--- src/inc/ism_regs.svh ---
`ifndef ISM_REGS_SVH
`define ISM_REGS_SVH

// ****************************************************************
// register byte offsets
// ****************************************************************
`define ISM_OFF_MASK3 8'h00
`define ISM_OFF_STAT3 8'h04
`define ISM_OFF_TIMER 8'h08
`define ISM_OFF_EVT 8'h0C
`define ISM_OFF_EVTMSK 8'h10
`define ISM_OFF_MODE 8'h14

// ****************************************************************
// status and mask bit positions
// ****************************************************************
`define ISM_B_DONE 0
`define ISM_B_TLC 1
`define ISM_B_NEF 2
`define ISM_B_NFF 3
`define ISM_B_STOP 4
`define ISM_B_DONTCARE 5
`define ISM_B_SRC2 6
`define ISM_B_INT 7
// mask bits that can raise the request
`define ISM_MASK3_LIVE 8'h5F
`define ISM_MASK3_RST 8'h00

// ****************************************************************
// event bit positions
// ****************************************************************
`define ISM_E_TMO 0
`define ISM_E_ATN 1
`define ISM_EVT_W 2
`define ISM_EVT_RST 2'h0
`define ISM_MODE_B_LEGACY 0
`define ISM_MODE_RST 1'h0

// ****************************************************************
// timing
// ****************************************************************
`define ISM_CLK_NS 10
`define ISM_TICK_NS 1000
`define ISM_TICK_CYC (`ISM_TICK_NS / `ISM_CLK_NS)

// ****************************************************************
// bus answers
// ****************************************************************
`define ISM_RESP_OKAY 2'h0
`define ISM_RESP_SLVERR 2'h2
`define ISM_RDATA_RST 32'h0000_0000

`endif

--- src/inc/ism_pkg.sv ---
package ism_pkg;

    // ****************************************************************
    // timer states, gray coded
    // ****************************************************************
    typedef enum logic [1:0]
    {
        TMR_IDLE = 2'h0,
        TMR_RUN = 2'h1,
        TMR_EXP = 2'h3
    } ism_tmr_state_t;

    // ****************************************************************
    // decoded register select
    // ****************************************************************
    typedef enum logic [2:0]
    {
        REG_MASK3 = 3'h0,
        REG_STAT3 = 3'h1,
        REG_TIMER = 3'h2,
        REG_EVT = 3'h3,
        REG_EVTMSK = 3'h4,
        REG_MODE = 3'h5,
        REG_NONE = 3'h7
    } ism_reg_t;

    typedef logic [7:0] ism_byte_t;

endpackage

--- src/inc/ism_tmr_if.sv ---
`timescale 1ns/10ps
interface ism_tmr_if #(parameter int TMR_W = 16);
    logic load;
    logic [TMR_W-1:0] value;
    logic [TMR_W-1:0] remain;
    logic expire;
    logic running;

    modport ctl
    (
        output load,
        output value,
        input remain,
        input expire,
        input running
    );

    modport tmr
    (
        input load,
        input value,
        output remain,
        output expire,
        output running
    );
endinterface

--- src/rtl/ism_irq3.sv ---
// Functional notes
// [RULE1] started timer sets timer_expired_flag once its interval elapses
// [RULE2] interrupt while timer_expired_flag and timer_expired_irq_enable both set
// [RULE3] timer register write clears timer_expired_flag
// [RULE4] enabled set status bit raises request pin and bit 7
// [RULE5] reset clears irq_mask_three, request pin deasserts
// [RULE6] irq_mask_three reads back the last value written
// [RULE7] single-chip: source two if unpaused and FIFO half full/empty by direction
// [RULE8] legacy modes: source two becomes 1 when ATN asserts
// [RULE9] status bit 3 reads 1 while the FIFOs are not full
// [RULE10] status bit 2 reads 1 while the FIFOs are not empty
// [RULE11] status bit 1 set on any enabled lower interrupt
// [RULE12] status bit 4 mirrors the transfer stop condition
// [RULE13] status bit 0 mirrors the transfer done condition
// [RULE14] host writes zero to mask bits 7 and 5; status bit 5 is don't-care
// [RULE15] request pin and summary bit are levels, no acknowledge
`timescale 1ns/10ps
`include "ism_regs.svh"
module ism_irq3
    import ism_pkg::*;
#(
    parameter int ADDR_W = 8,
    parameter int TMR_W = 16,
    parameter int TICK_CYC = `ISM_TICK_CYC
)
(
    // clock and reset
    input wire logic aclk,
    input wire logic aresetn,
    // axi4-lite write address
    input wire logic [ADDR_W-1:0] s_axi_awaddr,
    input wire logic [2:0] s_axi_awprot,
    input wire logic s_axi_awvalid,
    output logic s_axi_awready,
    // axi4-lite write data
    input wire logic [31:0] s_axi_wdata,
    input wire logic [3:0] s_axi_wstrb,
    input wire logic s_axi_wvalid,
    output logic s_axi_wready,
    // axi4-lite write response
    output logic [1:0] s_axi_bresp,
    output logic s_axi_bvalid,
    input wire logic s_axi_bready,
    // axi4-lite read address
    input wire logic [ADDR_W-1:0] s_axi_araddr,
    input wire logic [2:0] s_axi_arprot,
    input wire logic s_axi_arvalid,
    output logic s_axi_arready,
    // axi4-lite read data
    output logic [31:0] s_axi_rdata,
    output logic [1:0] s_axi_rresp,
    output logic s_axi_rvalid,
    input wire logic s_axi_rready,
    // transfer engine conditions
    input wire logic xfer_inbound,
    input wire logic xfer_paused,
    input wire logic fifo_half_full,
    input wire logic fifo_half_empty,
    input wire logic fifo_full,
    input wire logic fifo_empty,
    input wire logic xfer_stop,
    input wire logic xfer_done,
    // gpib attention line, high while asserted
    input wire logic gpib_atn,
    // lower interrupt status and mask pairs
    input wire logic [7:0] lower_status_zero,
    input wire logic [7:0] lower_mask_zero,
    input wire logic [7:0] lower_status_one,
    input wire logic [7:0] lower_mask_one,
    input wire logic [7:0] lower_status_two,
    input wire logic [7:0] lower_mask_two,
    // host interrupt request
    output logic irq_req
);

    // ****************************************************************
    // address decode
    // ****************************************************************
    function automatic ism_reg_t reg_sel(input logic [ADDR_W-1:0] addr);
        logic [7:0] a;
        a = 8'(addr);
        if (addr[1:0] != 2'h0)
            reg_sel = REG_NONE;
        else if (a == `ISM_OFF_MASK3)
            reg_sel = REG_MASK3;
        else if (a == `ISM_OFF_STAT3)
            reg_sel = REG_STAT3;
        else if (a == `ISM_OFF_TIMER)
            reg_sel = REG_TIMER;
        else if (a == `ISM_OFF_EVT)
            reg_sel = REG_EVT;
        else if (a == `ISM_OFF_EVTMSK)
            reg_sel = REG_EVTMSK;
        else if (a == `ISM_OFF_MODE)
            reg_sel = REG_MODE;
        else
            reg_sel = REG_NONE;
    endfunction

    // byte-lane merge
    function automatic logic [31:0] merge(input logic [31:0] old, input logic [31:0] wd,
                                          input logic [3:0] strb);
        logic [31:0] m;
        m = old;
        for (int i = 0; i < 4; i++)
        begin
            if (strb[i])
                m[8*i +: 8] = wd[8*i +: 8];
        end
        merge = m;
    endfunction

    // ****************************************************************
    // declarations
    // ****************************************************************
    ism_tmr_if #(.TMR_W(TMR_W)) tif ();

    logic aw_hold_ff;
    logic w_hold_ff;
    logic [ADDR_W-1:0] awaddr_ff;
    logic [31:0] wdata_ff;
    logic [3:0] wstrb_ff;
    logic bvalid_ff;
    logic [1:0] bresp_ff;
    logic rvalid_ff;
    logic [1:0] rresp_ff;
    logic [31:0] rdata_ff;
    ism_byte_t mask3_ff;
    logic [`ISM_EVT_W-1:0] evt_ff;
    logic [`ISM_EVT_W-1:0] evtmsk_ff;
    logic legacy_ff;
    logic atn_prev_ff;
    logic irq_ff;

    logic wr_fire;
    logic rd_fire;
    ism_reg_t wr_sel;
    ism_reg_t rd_sel;
    logic [31:0] wr_word;
    logic [`ISM_EVT_W-1:0] evt_set;
    logic [`ISM_EVT_W-1:0] evt_clr;
    logic [`ISM_EVT_W-1:0] nxt_evt;
    logic src_two;
    logic tlc_irq;
    logic int_sum;
    ism_byte_t stat_raw;
    ism_byte_t stat3;
    logic nxt_irq;
    logic [31:0] rd_word;
    logic [31:0] tmr_word;

    // ****************************************************************
    // write channel, either order
    // ****************************************************************
    assign s_axi_awready = !aw_hold_ff;
    assign s_axi_wready = !w_hold_ff;
    assign wr_fire = aw_hold_ff && w_hold_ff && !bvalid_ff;
    assign wr_sel = reg_sel(awaddr_ff);
    assign wr_word = merge(32'h0000_0000, wdata_ff, wstrb_ff);

    always_ff @(posedge aclk)
    begin
        if (!aresetn)
        begin
            aw_hold_ff <= 1'b0;
            awaddr_ff <= '0;
        end
        else if (s_axi_awvalid && !aw_hold_ff)
        begin
            aw_hold_ff <= 1'b1;
            awaddr_ff <= s_axi_awaddr;
        end
        else if (wr_fire)
            aw_hold_ff <= 1'b0;
    end

    always_ff @(posedge aclk)
    begin
        if (!aresetn)
        begin
            w_hold_ff <= 1'b0;
            wdata_ff <= `ISM_RDATA_RST;
            wstrb_ff <= 4'h0;
        end
        else if (s_axi_wvalid && !w_hold_ff)
        begin
            w_hold_ff <= 1'b1;
            wdata_ff <= s_axi_wdata;
            wstrb_ff <= s_axi_wstrb;
        end
        else if (wr_fire)
            w_hold_ff <= 1'b0;
    end

    always_ff @(posedge aclk)
    begin
        if (!aresetn)
        begin
            bvalid_ff <= 1'b0;
            bresp_ff <= `ISM_RESP_OKAY;
        end
        else if (wr_fire)
        begin
            bvalid_ff <= 1'b1;
            bresp_ff <= (wr_sel == REG_NONE) ? `ISM_RESP_SLVERR : `ISM_RESP_OKAY;
        end
        else if (s_axi_bready)
            bvalid_ff <= 1'b0;
    end

    assign s_axi_bvalid = bvalid_ff;
    assign s_axi_bresp = bresp_ff;

    // ****************************************************************
    // control registers
    // ****************************************************************
    always_ff @(posedge aclk)
    begin
        if (!aresetn)
            mask3_ff <= `ISM_MASK3_RST; // [RULE5]
        else if (wr_fire && wr_sel == REG_MASK3 && wstrb_ff[0])
            mask3_ff <= wr_word[7:0]; // [RULE6]
    end

    always_ff @(posedge aclk)
    begin
        if (!aresetn)
            evtmsk_ff <= `ISM_EVT_RST;
        else if (wr_fire && wr_sel == REG_EVTMSK && wstrb_ff[0])
            evtmsk_ff <= wr_word[`ISM_EVT_W-1:0];
    end

    always_ff @(posedge aclk)
    begin
        if (!aresetn)
            legacy_ff <= `ISM_MODE_RST;
        else if (wr_fire && wr_sel == REG_MODE && wstrb_ff[0])
            legacy_ff <= wr_word[`ISM_MODE_B_LEGACY];
    end

    // ****************************************************************
    // timer, restarted by any write to the timer register
    // ****************************************************************
    assign tif.load = wr_fire && wr_sel == REG_TIMER;
    assign tmr_word = merge(32'(tif.remain), wdata_ff, wstrb_ff);
    assign tif.value = tmr_word[TMR_W-1:0];

    ism_timer #(
        .TMR_W(TMR_W),
        .TICK_CYC(TICK_CYC)
    ) u_timer (
        .aclk(aclk),
        .aresetn(aresetn),
        .tif(tif)
    );

    // ****************************************************************
    // sticky events, set wins over clear
    // ****************************************************************
    always_ff @(posedge aclk)
    begin
        if (!aresetn)
            atn_prev_ff <= 1'b0;
        else
            atn_prev_ff <= gpib_atn;
    end

    always_comb
    begin
        evt_set = '0;
        evt_set[`ISM_E_TMO] = tif.expire; // [RULE1]
        evt_set[`ISM_E_ATN] = legacy_ff && gpib_atn && !atn_prev_ff; // [RULE8]
        evt_clr = '0;
        if (wr_fire && wr_sel == REG_EVT && wstrb_ff[0])
            evt_clr = wr_word[`ISM_EVT_W-1:0];
        if (tif.load)
            evt_clr[`ISM_E_TMO] = 1'b1; // [RULE3]
        nxt_evt = (evt_ff & ~evt_clr) | evt_set;
    end

    always_ff @(posedge aclk)
    begin
        if (!aresetn)
            evt_ff <= `ISM_EVT_RST;
        else
            evt_ff <= nxt_evt;
    end

    // ****************************************************************
    // irq_status_three assembly
    // ****************************************************************
    always_comb
    begin
        tlc_irq = |(lower_status_zero & lower_mask_zero)
                | |(lower_status_one & lower_mask_one)
                | |(lower_status_two & lower_mask_two); // [RULE11]
        if (legacy_ff)
            src_two = evt_ff[`ISM_E_ATN]; // [RULE8]
        else
            src_two = !xfer_paused && (xfer_inbound ? fifo_half_full : fifo_half_empty); // [RULE7]
        stat_raw = 8'h00;
        stat_raw[`ISM_B_DONE] = xfer_done; // [RULE13]
        stat_raw[`ISM_B_TLC] = tlc_irq;
        stat_raw[`ISM_B_NEF] = !fifo_empty; // [RULE10]
        stat_raw[`ISM_B_NFF] = !fifo_full; // [RULE9]
        stat_raw[`ISM_B_STOP] = xfer_stop; // [RULE12]
        stat_raw[`ISM_B_SRC2] = src_two;
        // bits 7 and 5 of the mask never take part
        int_sum = |(stat_raw & mask3_ff & `ISM_MASK3_LIVE); // [RULE4] [RULE14]
        stat3 = stat_raw;
        stat3[`ISM_B_INT] = int_sum; // [RULE4] [RULE15]
        nxt_irq = int_sum || |(evt_ff & evtmsk_ff); // [RULE2]
    end

    // ****************************************************************
    // interrupt output
    // ****************************************************************
    always_ff @(posedge aclk)
    begin
        if (!aresetn)
            irq_ff <= 1'b0; // [RULE5]
        else
            irq_ff <= nxt_irq; // [RULE15]
    end

    assign irq_req = irq_ff;

    // ****************************************************************
    // read channel
    // ****************************************************************
    assign s_axi_arready = !rvalid_ff;
    assign rd_fire = s_axi_arvalid && !rvalid_ff;
    assign rd_sel = reg_sel(s_axi_araddr);

    always_comb
    begin
        rd_word = 32'h0000_0000;
        case (rd_sel)
            REG_MASK3: rd_word[7:0] = mask3_ff; // [RULE6]
            REG_STAT3: rd_word[7:0] = stat3;
            REG_TIMER: rd_word[TMR_W-1:0] = tif.remain;
            REG_EVT: rd_word[`ISM_EVT_W-1:0] = evt_ff;
            REG_EVTMSK: rd_word[`ISM_EVT_W-1:0] = evtmsk_ff;
            REG_MODE: rd_word[`ISM_MODE_B_LEGACY] = legacy_ff;
            default: rd_word = 32'h0000_0000;
        endcase
    end

    always_ff @(posedge aclk)
    begin
        if (!aresetn)
        begin
            rvalid_ff <= 1'b0;
            rresp_ff <= `ISM_RESP_OKAY;
            rdata_ff <= `ISM_RDATA_RST;
        end
        else if (rd_fire)
        begin
            rvalid_ff <= 1'b1;
            rresp_ff <= (rd_sel == REG_NONE) ? `ISM_RESP_SLVERR : `ISM_RESP_OKAY;
            rdata_ff <= rd_word;
        end
        else if (s_axi_rready)
            rvalid_ff <= 1'b0;
    end

    assign s_axi_rvalid = rvalid_ff;
    assign s_axi_rresp = rresp_ff;
    assign s_axi_rdata = rdata_ff;

endmodule // ism_irq3

--- src/rtl/ism_timer.sv ---
`timescale 1ns/10ps
`include "ism_regs.svh"
module ism_timer
    import ism_pkg::*;
#(
    parameter int TMR_W = 16,
    parameter int TICK_CYC = `ISM_TICK_CYC
)
(
    // clock and reset
    input wire logic aclk,
    input wire logic aresetn,
    // control side
    ism_tmr_if.tmr tif
);

    localparam int PW = (TICK_CYC > 1) ? $clog2(TICK_CYC) : 1;

    ism_tmr_state_t state_ff;
    logic [PW-1:0] pre_ff;
    logic [TMR_W-1:0] remain_ff;
    logic expire_ff;
    logic tick;

    // ****************************************************************
    // prescaler tick, restarted on load
    // ****************************************************************
    assign tick = (pre_ff == PW'(TICK_CYC - 1));

    always_ff @(posedge aclk)
    begin
        if (!aresetn || tif.load || tick)
            pre_ff <= '0;
        else if (state_ff == TMR_RUN)
            pre_ff <= pre_ff + PW'(1);
    end

    // ****************************************************************
    // countdown; a value of 0 acts as 1
    // ****************************************************************
    always_ff @(posedge aclk)
    begin
        if (!aresetn)
        begin
            state_ff <= TMR_IDLE;
            remain_ff <= '0;
            expire_ff <= 1'b0;
        end
        else
        begin
            expire_ff <= 1'b0;
            case (state_ff)
                TMR_IDLE, TMR_EXP:
                begin
                    if (tif.load)
                    begin
                        state_ff <= TMR_RUN;
                        remain_ff <= tif.value;
                    end
                end
                TMR_RUN:
                begin
                    if (tif.load)
                        remain_ff <= tif.value;
                    else if (tick)
                    begin
                        if (remain_ff <= TMR_W'(1))
                        begin
                            remain_ff <= '0;
                            expire_ff <= 1'b1; // [RULE1]
                            state_ff <= TMR_EXP;
                        end
                        else
                            remain_ff <= remain_ff - TMR_W'(1);
                    end
                end
                default:
                    state_ff <= TMR_IDLE;
            endcase
        end
    end

    assign tif.remain = remain_ff;
    assign tif.expire = expire_ff;
    assign tif.running = (state_ff == TMR_RUN);

endmodule // ism_timer

--- config.mk ---
export PLATFORM = sky130hd
export DESIGN_NAME = ism_irq3
export DESIGN_NICKNAME = d
export VERILOG_FILES = /design/src/inc/ism_pkg.sv /design/src/inc/ism_tmr_if.sv /design/src/rtl/ism_irq3.sv /design/src/rtl/ism_timer.sv
export VERILOG_INCLUDE_DIRS = /design/src /design/src/inc
export SDC_FILE = /design/constraint.sdc
export NUM_CORES = 1
export LEC_CHECK = 0
export BUFFER_PORTS_ARGS = -buffer_cell sky130_fd_sc_hd__buf_2
export CORE_ASPECT_RATIO = 0.8
export CORE_MARGIN = 10
export CORE_UTILIZATION = 52
export CTS_BUF_LIST = sky130_fd_sc_hd__clkbuf_2
export DETAILED_ROUTE_END_ITERATION = 10
export MAX_ROUTING_LAYER = met4
export PLACE_DENSITY = 0.83
export REMOVE_ABC_BUFFERS = 1
export SLEW_MARGIN = 20
export SYNTH_ARGS = -nofsm -noshare
export SYNTH_HDL_FRONTEND = slang
export SYNTH_SLANG_ARGS = --single-unit
--- constraint.sdc ---
create_clock -name aclk -period 5.22 [get_ports aclk]
set_clock_uncertainty 0.1 [all_clocks]
set_input_delay 0.522 -clock aclk [delete_from_list [all_inputs] [get_ports aclk]]
set_output_delay 0.522 -clock aclk [all_outputs]
set_load 0.1 [all_outputs]
==> impl_metrics.ini <==
[logic_synthesis]
synth-edff-count = 0
yosys.area_share.simple_pct = 23.5
synth_seq_area_share_pct = 38.9
syn_area_um2 = 4580
ys_async_sr_fraction_pct = 0
post_synth.cell_area_avg_um2 = 8.17
synth-compound-area-share_pct = 20.5
synthCells = 561
synth_mux_area_share_pct = 7.29
synthFlopType = dfxtp_1
synthXorXnorAreaFrac_pct = 1.15
synth.distinct_cells = 63
synth_warnings = 0
synthAdderAreaFrac_pct = 1.37
ys_ff_latch = 89
synth_top_family_by_area = simple AND/OR/NAND/NOR gates

[die]
core_um2 = 8520
die_w_um = 125
start_util_pct = 53.8
die_height_um = 104
row_count = 30
dieArea_um2 = 13000
ios = 164

[sta]
hold_ws_ns = 0.0366
slew_viol_final = 0
finalSetupViolations = 0
worstMarginPinSlew_ns = 0.857
max-slew-margin-rel_pct = 42.7
tns_ns = 0
layout_setup_ws_ns = 2.59
max_freq_mhz = 381
hold_viol = 0
timing.final.crit_period_ns = 2.63
rsz0062_at_grt = no
finalCritPeriodShare_pct = 50.3

[min_path]
holdCritStartpoint = s_axi_wdata[8]
holdPathEnd = wdata_ff[8]$_SDFFE_PN0P_
hold_path_class = input pin to register
holdPathStages = 3

[critical_path]
path_cells = nor4b_1 -> nand3_1 -> a211oi_1 -> nor2_1 -> nor2_2 -> a32o_1
critPathKind = register to register
cp_slowest_cell = a211oi_1
crit_fanout = 9
critPathLaunch = u_timer.pre_ff[2]$_SDFFE_PP0P_
crit_family = simple AND/OR/NAND/NOR gates
crit_required_ns = 5.64
crit_arrival_ns = 3.04
r2r_end = u_timer.tif.remain[5]$_SDFFE_PN0P_
endpoint_kind = register
rrSetupSlack_ns = 2.59
critPathMaxStageDelay_ns = 0.56
critPathLaunchType = register
r2r_cells = 6
cp_num_buf_inv = 0
worstReg2RegStart = u_timer.pre_ff[2]$_SDFFE_PP0P_

[power_and_ir_drop]
vdd_drop_max_uv = 208
p_clk_share_pct = 30.6
p_comb_share_pct = 24.1
powerDensity_nw_per_um2 = 307
p_seq_share_pct = 45.2
p_int_mw = 1.09
switching_share_pct = 33.7
power.net_switching_uw = 552
p_leak_nw = 2.31

[final_layout]
antennaDiodeCount = 0
final_cells = 781
area_delta_synth_final_pct = 16.3
final_layout_size_suffix_gt1_share_pct = 23.0
nets = 791

[detailed_routing]
vias = 4574
drc = 0
ant_nets = 0
vias_per_cell = 5.86
drt-total-wl_um = 13300
wire_per_inst_um = 17.1
drt_first_iter_violations = 485
firstDrtPassIters = 5

[placed_design]
post-place-cells = 764
routabilityCongestion = 0.964
pre_cts_slack_ns = 2.60
dp.final_hpwl_um = 10100
io_buffers = 121

[grt]
antenna_found_initial = 0
track_usage_pct = 19.8
overflow = 0
grt_pass1_wl_um = 21600
grt_pass1_vias = 4397
grt_max_degree = 40

[cts]
clock_latency_ns = 0.57
clk_pin_slew_ns = 0.27
cts_buffers = 9
clock-sinks = 89
clock-root-buffer = clkbuf_2
cts_buffer_depth = 2
ctsHtreeMaxLevel = 3
cts_tree = done

[run_status]
status = completed

[flow_run]
maxCapViolations = 0
-- repair_timing --
item | in CTS | in global routing
buffers inserted | 0 | 0
endpoints found under the hold margin | 1 | 0
hold buffers | 1 | 0
resized for setup | 0 | 0
-- through the flow --
step	power [mW]	cell area, um2	utilization (%)
after floorplan	1.03	4370	-
final	1.64	5330	62.6
after global routing	1.71	5330	62.6
after CTS	1.63	5330	62.6
after global placement	1.12	5130	60.2
after detailed placement	1.14	5130	60.2
-- metal layers --
layer	part of all wire [%]	global-route usage (%)	up-vias	wire [um]
li1	-	-	2179	-
met1	44	25.4	2116	5880
met2	45	30.4	251	5970
met3	9.3	4.99	28	1240
met4	1.9	5.17	0	257
met5	0	-	-	0
-- power groups by stage --
| stage | combinational (mW) | clock, mW | sequential [mW] |
|---|---|---|---|
| floorplan | 0.270 | 0 | 0.757 |
| global placement | 0.373 | 0 | 0.751 |
| detailed placement | 0.386 | 0 | 0.753 |
| CTS | 0.388 | 0.507 | 0.740 |
| global route | 0.427 | 0.532 | 0.746 |
| finish | 0.395 | 0.502 | 0.741 |
-- worst reg2reg max path, stage by stage (launching register included) --
cell,delay (ns)
dfxtp_1,0.40
nor4b_1,0.35
nand3_1,0.29
a211oi_1,0.56
nor2_1,0.32
nor2_2,0.37
a32o_1,0.19
-- final cells by class --
class | count | area [um2]
repair buffers | 124 | 631
multi-input cells | 425 | 2530
well taps | 112 | 140
clock inverters | 7 | 141
flip-flops and latches | 89 | 1780
fillers | 788 | 3190
clock buffers | 9 | 45.0
inverters | 15 | 56.3
-- registers in the layout, summed over array words and instances, names as in the netlist --
name,cells
s_axi_rvalid,1
w_hold_ff,1
s_axi_rresp,1
u_timer.tif.remain,16
u_timer.pre_ff,7
aw_hold_ff,1
s_axi_rdata,16
u_timer.state_ff,2
s_axi_bresp,1
wstrb_ff,2
wdata_ff,16
evtmsk_ff,2
awaddr_ff,8
legacy_ff,1
evt_ff,2
irq_req,1
atn_prev_ff,1
mask3_ff,8
u_timer.tif.expire,1
s_axi_bvalid,1
-- synth_stat cells (5+ instances only) --
master     n  area [um2]
nor2b_1    7        43.8
a32o_1     7        70.1
mux2i_1   30         300
nor4_1     8        50.1
nand2b_1   8        50.1
ha_1       5        62.6
dfxtp_1   89        1780
inv_1     15        56.3
and2_1     9        56.3
o22ai_1    9        56.3
nand2_1   62         233
a22oi_1   22         165
o21ai_0   16        80.1
buf_4     18         135
a211oi_1   6        45.0
clkbuf_1  24        90.1
nand4_1    8        50.1
nor3_1     6        30.0
a21oi_1   54         270
nand3_1   14        70.1
nor2_1    72         270
-- how the worst max path moves through the flow --
stage | cells past startpoint | to | slack (ns)
floorplan | 6 | s_axi_rdata[6]$_SDFFE_PN0P_ | 2.03
global placement | 7 | s_axi_rdata[6]$_SDFFE_PN0P_ | 2.64
detailed placement | 7 | s_axi_rdata[9]$_SDFFE_PN0P_ | 2.60
CTS | 6 | u_timer.tif.remain[5]$_SDFFE_PN0P_ | 2.67
global route | 6 | u_timer.tif.remain[5]$_SDFFE_PN0P_ | 2.40
finish | 6 | u_timer.tif.remain[5]$_SDFFE_PN0P_ | 2.59
-- cell usage in the layout, fill, tap and decap left out, drive strengths merged, types with 5 or more instances in the layout --
cell | Yosys | routed
buf | 25 | 123
dfxtp | 89 | 89
nor2 | 74 | 74
nand2 | 63 | 63
a21oi | 54 | 54
mux2i | 30 | 30
a22oi | 22 | 22
conb | 1 | 18
o21ai | 18 | 18
inv | 15 | 16
nand3 | 14 | 14
and2 | 10 | 10
o22ai | 9 | 9
clkbuf | 24 | 9
nand2b | 8 | 8
nand4 | 8 | 8
nor4 | 8 | 8
nor2b | 7 | 7
a32o | 7 | 7
nor3 | 7 | 7
a211oi | 6 | 6
ha | 5 | 5
-- logic make-up after synthesis --
group                    count (synthesis)
AND/OR/NAND/NOR                        221
other                                    1
multiplexers                            33
XOR/XNOR                                 6
flip-flops                              89
AO/OA/AOI/OAI                          142
buffers and inverters                   64
adder cells (fa/ha/maj)                  5
No activity file was read; power rests on OpenSTA's default activity.
